File: src/swc_defs.svh
// Offsets, field positions, writable mask and reset pulse length for the switch control register.
`ifndef SWC_DEFS_SVH
`define SWC_DEFS_SVH
`define SWC_SWITCH_CONTROL_OFFSET 12'h404
`define SWC_BIT_FUND_RST          0
`define SWC_BIT_HOT_RST           1
`define SWC_BIT_RESET_HOLD        2
`define SWC_BIT_REG_UNLOCK        3
`define SWC_BIT_PWR_BUDGET_UL     4
`define SWC_BIT_LINK_DOWN_HR_DIS  5
`define SWC_BIT_HR_EEPROM_SKIP    6
`define SWC_BIT_RELAXED_ORD_DIS   7
`define SWC_BIT_P2P_DIS           8
`define SWC_BIT_CUT_THROUGH_DIS   14
`define SWC_BIT_LOCK_IGNORE       15
`define SWC_WRITABLE_MASK         32'h0000_C1FC
`define SWC_PB_COUNT              8
`define SWC_RESET_PULSE_CYCLES    4'h8
`endif

File: src/swc_pkg.sv
// Types shared by the switch control register files.
package swc_pkg;
	typedef enum logic [1:0]
	{
		SWC_RUN      = 2'b00,
		SWC_FUND_RST = 2'b01,
		SWC_HOT_RST  = 2'b10,
		SWC_HOLD     = 2'b11
	} swc_state_t;
endpackage

File: src/swc_rst_seq.sv
// Reset sequencer: turns reset requests into timed reset phases and a hold.
`timescale 1ns/1ps
`include "swc_defs.svh"
module swc_rst_seq
(
	// Clock and reset.
	input  wire logic clk_sys_i,
	input  wire logic srst_i,
	// Requests and controls.
	input  wire logic fund_req_i,
	input  wire logic hot_req_i,
	input  wire logic hold_i,
	// Reset phase outputs.
	output logic      fund_active_o,
	output logic      hot_active_o,
	output logic      in_reset_o,
	output logic      held_o
);
	swc_pkg::swc_state_t state_q;
	swc_pkg::swc_state_t state_d;
	logic [3:0]          cnt_q;
	logic                cnt_done;

	// The phase ends once the pulse counter expires.
	assign cnt_done = (cnt_q == `SWC_RESET_PULSE_CYCLES);

	// Fundamental reset takes priority over hot reset; the hold is checked at phase end and while held.
	always_comb
	begin
		state_d = state_q;
		case (state_q)
			swc_pkg::SWC_RUN:
				if (fund_req_i)
					state_d = swc_pkg::SWC_FUND_RST;
				else if (hot_req_i)
					state_d = swc_pkg::SWC_HOT_RST;
			swc_pkg::SWC_FUND_RST, swc_pkg::SWC_HOT_RST:
				if (fund_req_i)
					state_d = swc_pkg::SWC_FUND_RST;
				else if (cnt_done)
					state_d = hold_i ? swc_pkg::SWC_HOLD : swc_pkg::SWC_RUN;
			swc_pkg::SWC_HOLD:
				if (fund_req_i)
					state_d = swc_pkg::SWC_FUND_RST;
				else if (!hold_i)
					state_d = swc_pkg::SWC_RUN;
			default:
				state_d = swc_pkg::SWC_RUN;
		endcase
	end

	// State and phase counter.
	always_ff @(posedge clk_sys_i)
	begin
		if (srst_i)
		begin
			state_q <= swc_pkg::SWC_FUND_RST;
			cnt_q   <= 4'h0;
		end
		else
		begin
			state_q <= state_d;
			cnt_q   <= (state_d != state_q || state_q == swc_pkg::SWC_HOLD) ? 4'h0 : cnt_q + 4'h1;
		end
	end

	assign fund_active_o = (state_q == swc_pkg::SWC_FUND_RST);
	assign hot_active_o  = (state_q == swc_pkg::SWC_HOT_RST);
	assign held_o        = (state_q == swc_pkg::SWC_HOLD);
	assign in_reset_o    = (state_q != swc_pkg::SWC_RUN);
endmodule // swc_rst_seq

File: src/swc_pb_bank.sv
// Eight sticky power-budget data value words, writable only when unlocked.
`timescale 1ns/1ps
`include "swc_defs.svh"
module swc_pb_bank #(parameter int N = `SWC_PB_COUNT)
(
	// Clock.
	input  wire logic        clk_sys_i,
	// Write port.
	input  wire logic        unlock_i,
	input  wire logic        wr_i,
	input  wire logic [2:0]  idx_i,
	input  wire logic [31:0] wdata_i,
	// Read port.
	output logic [31:0]      rdata_o
);
	logic [31:0] mem_q [N];

	// Sticky storage: no reset of any kind touches it.
	always_ff @(posedge clk_sys_i)
	begin
		if (wr_i && unlock_i)
			mem_q[idx_i] <= wdata_i;
	end

	assign rdata_o = mem_q[idx_i];
endmodule // swc_pb_bank

File: src/swc_switch_control.sv
// Switch control register with reset triggers, unlocks and routing disables.
// Behaviour
// - Writing one to bit 0 starts fundamental reset; bit reads zero.
// - Writing one to bit 1 starts hot reset; bit reads zero.
// - Reset-hold keeps switch except SMBus in reset; clearing lets operation begin.
// - Reset-hold only matters during a reset operation.
// - EEPROM load error or EEPROM content sets reset-hold, except while the fundamental phase runs, when the halt strap is loaded instead.
// - Register-unlock set lets lock-protected fields be written; clear makes them read-only.
// - Register-unlock resets to zero but is set during every reset operation.
// - Power-budget unlock makes eight data value registers writable.
// - Link-down hot reset disable blocks hot reset from upstream DL_Down.
// - EEPROM-skip bit omits EEPROM step of hot reset sequence.
// - Relaxed-ordering disable forces strict ordering of all transactions.
// - Peer-to-peer disable makes non-upstream downstream requests unsupported.
// - Cut-through disable forces store-and-forward routing between all ports.
// - Lock-ignore discards locking side effects and routes locked TLPs normally.
// - Power-budget writes are ignored while its unlock is clear.
// - Sticky fields survive a hot reset unchanged.
// - Reset-hold reset value comes from the halt strap sampled in fundamental reset.
`timescale 1ns/1ps
`include "swc_defs.svh"
module swc_switch_control
(
	// Clock and reset.
	input  wire logic        clk_sys_i,
	input  wire logic        srst_i,
	// Configuration/SMBus register access.
	input  wire logic        reg_wr_i,
	input  wire logic        reg_rd_i,
	input  wire logic [11:0] reg_addr_i,
	input  wire logic [31:0] reg_wdata_i,
	output logic [31:0]      reg_rdata_o,
	// Power-budget data value access.
	input  wire logic        pb_wr_i,
	input  wire logic        pb_rd_i,
	input  wire logic [2:0]  pb_idx_i,
	input  wire logic [31:0] pb_wdata_i,
	output logic [31:0]      pb_rdata_o,
	// Pins and events.
	input  wire logic        reset_halt_pin_i,
	input  wire logic        eeprom_err_i,
	input  wire logic        eeprom_set_hold_i,
	input  wire logic        eeprom_done_i,
	input  wire logic        us_dl_down_i,
	input  wire logic        hot_req_other_i,
	// Control hooks toward the switch.
	output logic             fund_reset_o,
	output logic             hot_reset_o,
	output logic             core_reset_o,
	output logic             eeprom_load_en_o,
	output logic             lock_wr_en_o,
	output logic             relaxed_ord_dis_o,
	output logic             p2p_dis_o,
	output logic             cut_through_dis_o,
	output logic             lock_ignore_o
);
	logic        halt_s1_q;
	logic        halt_s2_q;
	logic        dl_s1_q;
	logic        dl_s2_q;
	logic        dl_prev_q;
	logic        reset_hold_q;
	logic        reg_unlock_q;
	logic        pb_unlock_q;
	logic        ld_hr_dis_q;
	logic        hr_ee_skip_q;
	logic        ro_dis_q;
	logic        p2p_dis_q;
	logic        ct_dis_q;
	logic        lock_ign_q;
	logic        fund_req_q;
	logic        hot_req_q;
	logic [31:0] reg_rdata_q;
	logic [31:0] pb_rdata_q;
	logic        fund_reset_q;
	logic        hot_reset_q;
	logic        core_reset_q;
	logic        ee_load_q;
	logic        fund_active;
	logic        hot_active;
	logic        in_reset;
	logic        held;
	logic [31:0] pb_word;
	logic [31:0] ctl_word;

	// Decode of the one register and of its write effects.
	wire         hit       = (reg_addr_i == `SWC_SWITCH_CONTROL_OFFSET);
	wire         wr_hit    = reg_wr_i && hit;
	wire         fund_trig = wr_hit && reg_wdata_i[`SWC_BIT_FUND_RST];
	wire         hot_trig  = wr_hit && reg_wdata_i[`SWC_BIT_HOT_RST];
	wire         dl_fall   = dl_s2_q && !dl_prev_q;
	wire         ld_hot    = dl_fall && !ld_hr_dis_q;
	wire         hot_any   = hot_trig || ld_hot || hot_req_other_i;
	wire         lock_wr   = wr_hit && reg_unlock_q;

	// Triggers read as zero; reserved bits read as zero.
	assign ctl_word = {16'h0000, lock_ign_q, ct_dis_q, 5'h00, p2p_dis_q, ro_dis_q,
		hr_ee_skip_q, ld_hr_dis_q, pb_unlock_q, reg_unlock_q, reset_hold_q, 2'b00};

	// Strap and link-state inputs come from pins, so each is double synchronised.
	always_ff @(posedge clk_sys_i)
	begin
		halt_s1_q <= reset_halt_pin_i;
		halt_s2_q <= halt_s1_q;
		dl_s1_q   <= us_dl_down_i;
		dl_s2_q   <= dl_s1_q;
		dl_prev_q <= dl_s2_q;
	end

	// Reset requests are registered so the sequencer sees clean pulses.
	always_ff @(posedge clk_sys_i)
	begin
		if (srst_i)
		begin
			fund_req_q <= 1'b0;
			hot_req_q  <= 1'b0;
		end
		else
		begin
			fund_req_q <= fund_trig;
			hot_req_q  <= hot_any;
		end
	end

	// Reset-hold: strap at fundamental reset, EEPROM sets it, otherwise written at any time.
	always_ff @(posedge clk_sys_i)
	begin
		if (srst_i)
			reset_hold_q <= 1'b0;
		else if (fund_active)
			reset_hold_q <= halt_s2_q;
		else if (eeprom_err_i || eeprom_set_hold_i)
			reset_hold_q <= 1'b1;
		else if (wr_hit)
			reset_hold_q <= reg_wdata_i[`SWC_BIT_RESET_HOLD];
	end

	// Register unlock: cleared by srst_i, then forced on in every reset phase.
	always_ff @(posedge clk_sys_i)
	begin
		if (srst_i)
			reg_unlock_q <= 1'b0;
		else if (fund_active || hot_active)
			reg_unlock_q <= 1'b1;
		else if (wr_hit)
			reg_unlock_q <= reg_wdata_i[`SWC_BIT_REG_UNLOCK];
	end

	// Sticky control bits: only fundamental reset clears them, hot reset never does.
	always_ff @(posedge clk_sys_i)
	begin
		if (srst_i || fund_active)
		begin
			pb_unlock_q  <= 1'b0;
			ld_hr_dis_q  <= 1'b0;
			hr_ee_skip_q <= 1'b0;
			ro_dis_q     <= 1'b0;
			p2p_dis_q    <= 1'b0;
			ct_dis_q     <= 1'b0;
			lock_ign_q   <= 1'b0;
		end
		else if (wr_hit)
		begin
			if (lock_wr)
				pb_unlock_q <= reg_wdata_i[`SWC_BIT_PWR_BUDGET_UL];
			ld_hr_dis_q  <= reg_wdata_i[`SWC_BIT_LINK_DOWN_HR_DIS];
			hr_ee_skip_q <= reg_wdata_i[`SWC_BIT_HR_EEPROM_SKIP];
			ro_dis_q     <= reg_wdata_i[`SWC_BIT_RELAXED_ORD_DIS];
			p2p_dis_q    <= reg_wdata_i[`SWC_BIT_P2P_DIS];
			ct_dis_q     <= reg_wdata_i[`SWC_BIT_CUT_THROUGH_DIS];
			lock_ign_q   <= reg_wdata_i[`SWC_BIT_LOCK_IGNORE];
		end
	end

	// Reset phases; the hold is sampled when a phase ends and while held, so changes while running are inert.
	swc_rst_seq u_seq
	(
		.clk_sys_i     (clk_sys_i),
		.srst_i        (srst_i),
		.fund_req_i    (fund_req_q),
		.hot_req_i     (hot_req_q),
		.hold_i        (reset_hold_q),
		.fund_active_o (fund_active),
		.hot_active_o  (hot_active),
		.in_reset_o    (in_reset),
		.held_o        (held)
	);

	// Power-budget words, gated by their unlock.
	swc_pb_bank u_pb
	(
		.clk_sys_i (clk_sys_i),
		.unlock_i  (pb_unlock_q),
		.wr_i      (pb_wr_i),
		.idx_i     (pb_idx_i),
		.wdata_i   (pb_wdata_i),
		.rdata_o   (pb_word)
	);

	// Registered outputs; the EEPROM step is dropped from hot reset when skipped.
	always_ff @(posedge clk_sys_i)
	begin
		if (srst_i)
		begin
			reg_rdata_q  <= 32'h0000_0000;
			pb_rdata_q   <= 32'h0000_0000;
			fund_reset_q <= 1'b1;
			hot_reset_q  <= 1'b0;
			core_reset_q <= 1'b1;
			ee_load_q    <= 1'b0;
		end
		else
		begin
			reg_rdata_q  <= (reg_rd_i && hit) ? ctl_word : 32'h0000_0000;
			pb_rdata_q   <= pb_rd_i ? pb_word : 32'h0000_0000;
			fund_reset_q <= fund_active;
			hot_reset_q  <= hot_active;
			core_reset_q <= in_reset || held;
			ee_load_q    <= (fund_active || (hot_active && !hr_ee_skip_q)) && !eeprom_done_i;
		end
	end

	assign reg_rdata_o       = reg_rdata_q;
	assign pb_rdata_o        = pb_rdata_q;
	assign fund_reset_o      = fund_reset_q;
	assign hot_reset_o       = hot_reset_q;
	assign core_reset_o      = core_reset_q;
	assign eeprom_load_en_o  = ee_load_q;
	assign lock_wr_en_o      = reg_unlock_q;
	assign relaxed_ord_dis_o = ro_dis_q;
	assign p2p_dis_o         = p2p_dis_q;
	assign cut_through_dis_o = ct_dis_q;
	assign lock_ignore_o     = lock_ign_q;
endmodule // swc_switch_control

File: config.mk
export PLATFORM = sky130hd
export DESIGN_NAME = swc_switch_control
export DESIGN_NICKNAME = d
export VERILOG_FILES = /design/src/swc_pkg.sv /design/src/swc_rst_seq.sv /design/src/swc_pb_bank.sv /design/src/swc_switch_control.sv
export VERILOG_INCLUDE_DIRS = /design/src
export SDC_FILE = /design/constraint.sdc
export NUM_CORES = 1
export LEC_CHECK = 0
export BUFFER_PORTS_ARGS = -buffer_cell sky130_fd_sc_hd__buf_4
export CORE_ASPECT_RATIO = 1.25
export CORE_MARGIN = 10
export CORE_UTILIZATION = 50
export CTS_CLUSTER_DIAMETER = 40
export DETAILED_ROUTE_END_ITERATION = 10
export GPL_TIMING_DRIVEN = 0
export PLACE_DENSITY_LB_ADDON = 0.2
export SETUP_SLACK_MARGIN = 0.15
export SYNTH_ARGS = -nofsm -noshare
export SYNTH_HDL_FRONTEND = slang
export SYNTH_HIERARCHICAL = 1
export SYNTH_SLANG_ARGS = --single-unit
File: constraint.sdc
create_clock -name clk_sys_i -period 4.1 [get_ports clk_sys_i]
set_clock_uncertainty 0.15 [all_clocks]
set_input_delay 0 -clock clk_sys_i [delete_from_list [all_inputs] [get_ports clk_sys_i]]
set_output_delay 0 -clock clk_sys_i [all_outputs]
set_load 0.02 [all_outputs]
## Word level (Yosys, flattened, before mapping)

Memory sizes are Yosys's and may differ from the RTL's. A register that Yosys moved wholly into a read port is not among the register bits.
Cells that the tools add are included.
W data, S select, Z words.

| storage, ports and cells | value |
|---|---|
| bits of input ports | 91 |
| bits in registers | 58 |
| word-level logic and storage cells | 80 |
| ROM bits | 0 |
| memory bits (writable) | 256 |
| memories | 1 |
| output and inout bits | 73 |
| latch bits | 0 |

| cells by class | value |
|---|---|
| bitwise gates (word level) | 2 |
| shifts and indexed selects | 0 |
| multiplexer cells | 15 |
| add/sub/neg operators | 1 |
| equality and inequality tests | 6 |
| $lt $le $gt $ge | 0 |
| multiply operators | 0 |
| divide/modulo/power cells | 0 |
| reductions and logical operators | 31 |

Memory list:

| name | words | bits a word | read ports | clocked after Yosys merged registers in | write ports | line | RTL |
|---|---|---|---|---|---|---|---|
| u_pb.mem_q | 8 | 32 | 1 | 1 | 1 | swc_pb_bank.sv:16 | `logic [31:0] mem_q [N];` |

Operator list:

| operator | number |
|---|---|
| $mux W2 | 7 |
| $eq A12 B11 Y1 const B | 1 |
| $logic_and A1 B1 Y1 | 10 |
| $logic_or A1 B1 Y1 | 8 |
| $reduce_or A2 Y1 | 4 |
| $mux W1 | 7 |
| $pmux W2 S3 | 1 |
| $add A4 B1 Y4 const B | 1 |
| $eq A2 B2 Y1 const B | 2 |
| $eq A4 B4 Y1 const B | 1 |
| $logic_not A1 Y1 | 4 |
| $reduce_bool A2 Y1 | 2 |
| $reduce_bool A3 Y1 | 1 |
| $eq A2 B1 Y1 const B | 1 |
| $logic_not A2 Y1 | 1 |
| $ne A2 B2 Y1 | 1 |
| $not A1 Y1 | 2 |
| $reduce_and A2 Y1 | 1 |

## Longest topological paths before layout

Gate-level depths: netlist (run 1).

| depth | value |
|---|---|
| word-level depth | 7 |
| depth in mapped cells | 7 |
| mapped depth without buffers | 6 |

## Modules after synthesis

The synthesis (run 1) kept the hierarchy.

Modules (own cells, without submodules):

| module | times used | area each (sq um) | sequential area each (sq um) | cells each |
|---|---|---|---|---|
| swc_pb_bank | 1 | 9905.8 | 7687.4 | 392 |
| swc_switch_control | 1 | 2010.7 | 1221.2 | 173 |
| swc_rst_seq | 1 | 519.2 | 120.1 | 59 |

## Worst setup path before layout (run 1)

Ideal clock, no wire load.

| timing | value |
|---|---|
| kind | input -> register |
| start | input port pb_idx_i[2] |
| end | memory u_pb.mem_q[0][0], enable pin |
| cell stages on the path | 4 |
| data arrival time | 2.778 ns |
| path buffers | 2 |
| setup slack | 0.711 ns |
| library setup time | 0.461 ns |
| data required time | 3.489 ns |
| path through | buf_2 -> buf_2 -> nand3b_1 -> nor3_1 |

RTL lines:

| what | line | RTL |
|---|---|---|
| start: declaration | swc_switch_control.sv:36 | `input wire logic [2:0] pb_idx_i,` |
| end: declaration | swc_pb_bank.sv:16 |  |

Straight into the memory's write port.

## Worst setup path in the final report (run 1)

| timing | value |
|---|---|
| start | register u_seq.state_q[1] |
| end | register reset_hold_q |

| between the ends | value |
|---|---|
| word-level cells in the longest chain between the ends | 2 |
| elaborated cells between the ends (all ways) | 3 |
| classes of those cells | 1 x eq/ne; 1 x mux; 1 x reduce/logical |

RTL lines:

| what | line | RTL |
|---|---|---|
| start: declaration | swc_rst_seq.sv:19 | `swc_pkg::swc_state_t state_q;` |
| start signal: assignment | swc_rst_seq.sv:57 | `state_q <= swc_pkg::SWC_FUND_RST;` |
| start signal: assignment | swc_rst_seq.sv:62 | `state_q <= state_d;` |
| $eq A2 B1 Y1 * | swc_rst_seq.sv:67 | `assign fund_active_o = (state_q == swc_pkg::SWC_FUND_RST);` |
| net fund_active | swc_switch_control.sv:79 | `logic fund_active;` |
| $reduce_bool A3 Y1 (no line) / $mux W1 (equally long branches) | -- |  |
| end signal: assignment | swc_switch_control.sv:131 | `reset_hold_q <= halt_s2_q;` |
| end signal: assignment | swc_switch_control.sv:135 | `` reset_hold_q <= reg_wdata_i[`SWC_BIT_RESET_HOLD]; `` |
| end: declaration | swc_switch_control.sv:62 | `logic reset_hold_q;` |

Mark *: on every way through the listed nets, which the timed path passes. The rest lies on a longest branch.
A chain may end at the register's enable or synchronous reset.

==> metrics.md, run 1 <==
| Metric | Value |
|---|---|
| Status | `complete, no violations` |
| Top cells by count, synth | `256 x edfxtp_1, 67 x dfxtp_1, 54 x mux4_1, 42 x and2_1, 32 x mux2_2` |
| Setup CP Type | `flip-flop to flip-flop` |
| Final Hold Viols | `0` |
| Psw | `roughly 1.6 mW` |
| First drt pass iteration count | `5` |
| Fin util | `roughly two thirds` |
| Layout filler cell count | `~1700` |
| Post-CTS setup buffers | `0` |
| Max VDD drop | `around 0.00043 V` |
| Die Wd | `approximately 160 um` |
| Post-synthesis cell area | `12440 um^2` |
| Max-slew violations | `0` |
| Slew of the pin with the lowest slew margin | `~900 ps` |
| Data arrival, critical path | `between 2000 and 3000 ps` |
| Antenna Violating Nets Remaining | `0` |
| Post-Synth Adder-Cell Area | `less than 1%` |
| Leak pwr | `about 5.8 nW` |
| Clk Tree Root Cell | `clkbuf_16` |
| Layout area overhead | `27.70%` |
| Final std cells w/o fill | `1230` |
| Post-route setup TNS | `0 ps` |
| # clock sinks | `roughly 320` |
| Average routed wire per standard cell | `about 22 um` |
| Slowest CP cell | `dlygate4sd3_1` |
| Via count | `around 6600` |
| Count leader, synth | `edfxtp_1` |
| P_int | `approximately 5.8 mW` |
| Io pins | `between 150 and 200` |
| Worst-path fanout max | `6` |
| Simple-gate share of the synthesized area | `slightly above 5%` |
| Async SR Flop Fraction | `0%` |
| DRC viols | `0` |
| Main synth FF type | `edfxtp_1` |
| Post-synth EDFFs | `256` |
| Synthesized netlist cell count | `624` |
| R2R Path End | `reset_hold_q` |
| Synth cell types | `between 50 and 60` |
| Syn Area/Cell | `19.93 um^2` |
| Gate power share | `8.1%` |
| Starting Density | `between 50% and 60%` |
| Setup violations, final | `0` |
| Hold EP | `pb_rdata_o[0]` |
| Startpoint Class | `flip-flop` |
| Period utilization | `62.90%` |
| Initial DRC Count | `roughly 400` |
| Row count | `between 60 and 70` |
| Worst r2r src | `u_seq/state_q[1]` |
| Pwr dens | `roughly 470 nW/um^2` |
| Layout cells sized above 1 | `approximately a third` |
| GR Util All Layers | `about 17%` |
| H-Tree Depth | `2` |
| Post_cts resized | `0` |
| Sw Share | `between 20% and 30%` |
| Nets@finish | `about 970` |
| Final instance area | `between 15000 and 20000 um^2` |
| Sequence of cells on the critical path | `inv_1 > ha_1 > nor3_1 > dlygate4sd3_1 > a221oi_2 > dlygate4sd3_1` |
| Max_cap viols | `0` |
| CTS Hold Bufs | `60` |
| Post-synthesis mux area share | `between 10% and 20%` |
| Min-delay src | `pb_idx_i[2]` |
| GRT overflow | `0` |
| # diodes | `0` |
| CP required | `around 4300 ps` |
| CTS tree | `done` |
| Clk_lat worst skew | `between 500 and 600 ps` |
| Initial antenna violation count | `0` |
| #FFs+latches synth | `between 300 and 400` |
| Largest family of logic cells by synthesized area | `multiplexers` |
| Ys Warns | `6` |
| Synth Area in Compound Gates | `roughly 1.5%` |
| Fmax | `387.8 MHz` |
| GPL Wtd Cong | `about 0.77` |
| Dominant cells by area after synthesis | `edfxtp_1 62%, mux4_1 11%, dfxtp_1 11%, mux2_2 2.9%, and2_1 2.1%` |
| Final HPWL DP | `~17 mm` |
| Clock-pin slew on the worst setup and hold paths | `~60 ps` |
| Height of the die | `~200 um` |
| Max_slew headroom | `slightly above 40%` |
| Yosys top cell area share | `61.82%` |
| Die ar. | `approximately 32000 um^2` |
| Cell taking the most area after synthesis | `edfxtp_1` |
| Port Buffer Count | `between 100 and 150` |
| Core ar. | `about 25000 um^2` |
| XOR/XNOR share of the synthesized area | `0.1409%` |
| Setup crit end kind | `flip-flop` |
| Hold depth | `4` |
| Buf/Inv on CP | `3` |
| DRT Wirelength | `around 27 mm` |
| First-pass GRT wire length | `around 42 mm` |
| Reg2reg path depth | `6` |
| Clock tree buffer depth | `3` |
| Largest net degree at the start of global routing | `25` |
| Crit path max-delay family | `buffers and inverters` |
| Clock buffer count from CTS | `35` |
| Pre-CTS WS | `around 1600 ps` |
| CP max stage delay | `590 ps` |
| Worst min path class | `input port to flip-flop` |
| Dpl cells | `approximately 1100` |
| Final Worst Setup Slack | `~1500 ps` |
| Sequential-to-total area share from yosys stat | `around 73%` |
| Cell mode on critical path | `dlygate4sd3_1` |
| DR vias/cell | `roughly 5.3` |
| Sequential Power Share | `between 40% and 50%` |
| Clock power frac | `approximately 43%` |
| RSZ-0062 raised after global routing | `false` |
| Number of global-route vias before repair | `between 7000 and 8000` |
| DP Area | `between 10000 and 15000 um^2` |
| Flop2flop setup slack | `about 1500 ps` |
| Post-layout min period | `2579 ps` |
area by class of cell:
cell class	instances	area, um^2	share of cell area, %
Sequential cell	323	9029	56.85
Multi-Input combinational cell	263	3147	19.82
Timing Repair Buffer	190	1693	10.66
Clock buffer	43	969.7	6.106
Tap cell	330	412.9	2.600
Buffer	51	364.1	2.293
Clock inverter	21	231.5	1.458
Inverter	9	33.78	0.2127
worst max path at each step:
stage	startpoint	endpoint	slack, ps	cells past startpoint
CTS	u_seq/state_q[1]	reset_hold_q	1510	6
detailed placement	pb_idx_i[2]	u_pb/mem_q[0][12]	1600	6
global placement	pb_idx_i[2]	u_pb/mem_q[4][12]	-2000	4
finish	u_seq/state_q[1]	reset_hold_q	1520	6
global route	u_seq/state_q[1]	reset_hold_q	1360	6
floorplan	pb_idx_i[2]	u_pb/mem_q[0][0]	710	4
power by group through the flow:
stage | sequential [mW] | clock, mW | combinational [mW]
after floorplan | 3.70 | 0 | 0.311
after global placement | 3.67 | 0 | 0.512
after detailed placement | 3.68 | 0 | 0.543
after CTS | 3.61 | 3.25 | 0.594
after global routing | 3.61 | 3.39 | 0.644
final | 3.61 | 3.19 | 0.596
flip-flops by register name (all words and copies together), names as in the netlist, 2 cells and up:
register,flops
u_seq/cnt_q,4
pb_rdata_o,32
u_pb/mem_q,256
reg_rdata_o,9
u_seq/state_q,2
logic make-up (layout without fill, tap and decap cells):
kind of cell | Yosys count | count (layout)
buffers and inverters | 60 | 314
AOI/OAI and AO/OA | 23 | 23
adders and majority gates | 7 | 7
xor gates and xnor gates | 2 | 2
and+or+nand+nor | 102 | 102
DFF | 323 | 323
other | 1 | 23
muxes | 106 | 106
per-stage QoR:
stage               hold WS (ps)  power [mW]
floorplan                 -122.3       4.009
global placement          -43.38       4.184
detailed placement        -42.29       4.219
CTS                        3.595       7.454
global route               27.27       7.640
finish                     9.796       7.390
routing by layer:
metal / wire length [um] / global-route usage, % / vias to the layer above
met4: 530 / 4.590 / 0
met1: 10960 / 20.17 / 3351
met5: 0 / 0 / -
li1: - / - / 2957
met2: 14390 / 30.83 / 200
met3: 1364 / 3.561 / 43
worst reg2reg max path, delay by kind of cell (launching register included):
kind                     cells  cell delay [ps]
AO/OA/AOI/OAI                1               60
flip-flops                   1              440
buffers and inverters        3             1330
AND/OR/NAND/NOR              1              200
adder cells (fa/ha/maj)      1              290
cell usage in the layout, fill, tap and decap left out, drive strengths merged, types with 6 or more instances in the layout:
| cell | instances |
|---|---|
| conb | 23 |
| clkbuf | 53 |
| ha | 7 |
| mux2 | 32 |
| inv | 13 |
| buf | 171 |
| nand2 | 6 |
| clkinv | 12 |
| nor2 | 17 |
| mux4 | 62 |
| edfxtp | 256 |
| dfxtp | 67 |
| mux2i | 12 |
| and2 | 42 |
| nor4 | 6 |
| dlygate4sd3 | 60 |
Power figures use the tool's default switching activity.
==> run 2: changes to the inputs <==
--- a/config.mk
+++ b/config.mk
@@ -6,6 +6,7 @@
 export SDC_FILE = /design/constraint.sdc
 export NUM_CORES = 1
 export LEC_CHECK = 0
+export ABC_AREA = 1
 export BUFFER_PORTS_ARGS = -buffer_cell sky130_fd_sc_hd__buf_4
 export CORE_ASPECT_RATIO = 1.25
 export CORE_MARGIN = 10
==> constraint.sdc (replaced) <==
create_clock -name clk_sys_i -period 2.6 [get_ports clk_sys_i]
set_clock_uncertainty 0.15 [all_clocks]
set_input_delay 0 -clock clk_sys_i [delete_from_list [all_inputs] [get_ports clk_sys_i]]
set_output_delay 0 -clock clk_sys_i [all_outputs]
set_load 0.02 [all_outputs]
==> metrics.md, run 2 <==
| Metric | Value |
|---|---|
| Cell taking the most area after synthesis | `edfxtp_1` |
| Post-synth EDFFs | `256 (unchanged)` |
| Clock tree buffer depth | `3 (unchanged)` |
| Die ar. | `33080 um^2 (+4.6%)` |
| Largest net degree at the start of global routing | `15 (-40%)` |
| Final HPWL DP | `21.70 mm (+26%)` |
| Worst min path class | `input port to flip-flop` |
| CTS tree | `done` |
| H-Tree Depth | `2 (unchanged)` |
| Max-slew violations | `0 (unchanged)` |
| Leak pwr | `7.404 nW (+27%)` |
| Worst setup endpoint | `u_pb/mem_q[1][20]` |
| Final Total Pwr | `11.79 mW (+60%)` |
| #FFs+latches synth | `323 (unchanged)` |
| Fmax | `423.7 MHz (+9.3%)` |
| Period utilization | `90.78% (+28 points)` |
| Count leader, synth | `nand2_1` |
| Number of global-route vias before repair | `9566 (+36%)` |
| DRT Wirelength | `33.44 mm (+23%)` |
| Commonest cells after routing, fill and taps aside | `661 x nand2_1, 256 x edfxtp_1, 145 x buf_4` |
| DR vias/cell | `5.021 (-5.7%)` |
| Initial antenna violation count | `0 (unchanged)` |
| DRC viols | `0 (unchanged)` |
| Crit path max-delay family | `simple AND/OR/NAND/NOR gates` |
| Row count | `66 (+3.1%)` |
| Layout cells sized above 1 | `17.96% (-14 points)` |
| Layout filler cell count | `1989 (+15%)` |
| Ys Warns | `6 (unchanged)` |
| Setup CP Type | `flip-flop to flip-flop` |
| Setup violations, final | `0 (unchanged)` |
| Final Hold Viols | `0 (unchanged)` |
| Clock-pin slew on the worst setup and hold paths | `60 ps (about the same)` |
| Layout area overhead | `28.80%` |
| Max_slew headroom | `40.51% (+0.24 points)` |
| Top cells by count, synth | `661 x nand2_1, 256 x edfxtp_1, 77 x nor2_1, 67 x dfxtp_1, 59 x inv_1` |
| Post-layout min period | `2360 ps (-218.5 ps)` |
| Clock buffer count from CTS | `37 (+5.7%)` |
| Height of the die | `200.9 um (+2.3%)` |
| GPL Wtd Cong | `0.7819 (+1.5%)` |
| Antenna Violating Nets Remaining | `0 (unchanged)` |
| Average routed wire per standard cell | `17.36 um (-22%)` |
| Port Buffer Count | `117 (+0.86%)` |
| Sequence of cells on the critical path | `nand2_1 > nor4_4 > buf_8 > buf_6` |
| # diodes | `0 (unchanged)` |
| Yosys top cell area share | `58.75% (-3.1 points)` |
| Final std cells w/o fill | `1927 (+57%)` |
| Io pins | `164 (unchanged)` |
| Main synth FF type | `edfxtp_1` |
| First-pass GRT wire length | `51.87 mm (+25%)` |
| GRT overflow | `0 (unchanged)` |
| Sequential-to-total area share from yosys stat | `69.01% (-3.6 points)` |
| Buf/Inv on CP | `2 (-1)` |
| Critical path origin | `pb_unlock_q` |
| Starting Density | `50.46% (-0.29 points)` |
| Max VDD drop | `0.0005044 V (+18%)` |
| Critical path depth | `4 (-2)` |
| Core ar. | `25930 um^2 (+5.8%)` |
| Die Wd | `164.7 um (+2.3%)` |
| Via count | `9675 (+48%)` |
| Dominant cells by area after synthesis | `edfxtp_1 59%, nand2_1 19%, dfxtp_1 10%, nor2_1 2.2%, inv_1 1.7%` |
| First drt pass iteration count | `5 (unchanged)` |
| Startpoint Class | `flip-flop` |
| Setup crit end kind | `flip-flop` |
| Flop2flop setup slack | `240 ps (-1280 ps)` |
| Worst-path fanout max | `12 (+6)` |
| Nets@finish | `1656 (+71%)` |
| Dpl cells | `1782 (+61%)` |
| Slew of the pin with the lowest slew margin | `892.4 ps (-3.616 ps)` |
| Final Worst Setup Slack | `239.8 ps (-1282 ps)` |
| Max_cap viols | `0 (unchanged)` |
| Clk_lat worst skew | `530 ps (+20 ps)` |
| CP required | `2660 ps (-1680 ps)` |
| Syn Area/Cell | `10.23 um^2 (-49%)` |
| Data arrival, critical path | `2430 ps (-390 ps)` |
| Pwr dens | `699.5 nW/um^2 (+50%)` |
| Post-synthesis cell area | `13080 um^2 (+5.2%)` |
| Most common cell after layout, fill and taps aside | `nand2_1` |
| RSZ-0062 raised after global routing | `false` |
| Pre-CTS WS | `71.60 ps (-1531 ps)` |
| CP max stage delay | `690 ps (+100 ps)` |
| Synthesized netlist cell count | `1279 (+100%)` |
| Slowest CP cell | `nor4_4` |
| Async SR Flop Fraction | `0% (unchanged)` |
| R2R Path End | `u_pb/mem_q[1][20]` |
| Reg with most FFs | `u_pb/mem_q` |
| GR Util All Layers | `20.03% (+3.0 points)` |
| Number of flip-flops in the largest register | `256 (unchanged)` |
| Fin util | `64.99% (+0.18 points)` |
| # clock sinks | `323 (unchanged)` |
| Status | `complete, no violations` |
| Clk Tree Root Cell | `clkbuf_16` |
| Worst r2r src | `pb_unlock_q` |
| Reg2reg path depth | `4 (-2)` |
| Synth cell types | `34 (-37%)` |
| Initial DRC Count | `906 (+130%)` |
-- run 2: cell count changes after synthesis, sizes merged, moves of 29 or more --
cell,previous run,this run
mux4,62,0
and2,42,0
inv,9,62
mux2,32,0
nor2,17,79
nand2,6,662
buf,41,70
-- run 2: how the worst min path moves through the flow --
stage	cells after the start	start	to	slack [ps]
after global placement	1	reset_halt_pin_i	halt_s1_q	-40
after global routing	2	us_dl_down_i	dl_s1_q	20
after detailed placement	1	reset_halt_pin_i	halt_s1_q	-40
after floorplan	0	us_dl_down_i	dl_s1_q	-120
final	8	pb_idx_i[1]	pb_rdata_o[12]	20
after CTS	8	reg_addr_i[2]	reset_hold_q	5
-- run 2: worst register-to-register path, cell delays in order (launching register included) --
cell     delay, ps
dfxtp_1        330
nand2_1        430
nor4_4         700
buf_8          250
buf_6          210
-- run 2: power breakdown --
part           switching, mW  leakage, nW  internal [mW]
Clock                   2.04        0.595           2.94
Sequential            0.0459         2.85           5.63
Combinational          0.697         3.96          0.430
-- run 2: stage by stage --
stage | instance area (um^2) | TNS (ps) | hold slack (ps)
final | 16850 | 0 | 19.28
after global routing | 16850 | 0 | 20.70
after CTS | 16840 | 0 | 4.825
after detailed placement | 14890 | 0 | -40.34
after global placement | 14520 | -534010 | -42.15
after floorplan | 13220 | -85960 | -122.3
-- run 2: timing repair --
item / CTS / global route
resized for setup: 0 / 1
hold buffers: 75 / 0
endpoints found under the setup margin: 0 / 24
endpoints found under the hold margin: 309 / 0
buffers inserted: 0 / 2
-- run 2: layer usage --
layer	global-route usage, %	wire length [um]
met1	24.66	13300
met5	0	0
met2	34.21	16660
met4	6.401	933
met3	4.144	2542
-- run 2: cell families after synthesis --
kind of cell,synth area share [%]
compound gates,0.5929
xor+xnor,0.1339
simple gates,23.82
fa+ha+maj,0.6694
buf+inv,5.747
flops,69.01
other cells,0.02866
-- run 2: final cells by class --
class / count / area [um^2] / share of cell area (%)
multi-input cells: 835 / 3506 / 20.80
plain buffers: 80 / 513.0 / 3.044
repair buffers: 218 / 1948 / 11.56
clock buffers: 49 / 1035 / 6.140
flip-flops and latches: 323 / 9030 / 53.58
well taps: 340 / 425.4 / 2.524
inverters: 63 / 239.0 / 1.418
clock inverters: 19 / 156.4 / 0.9281
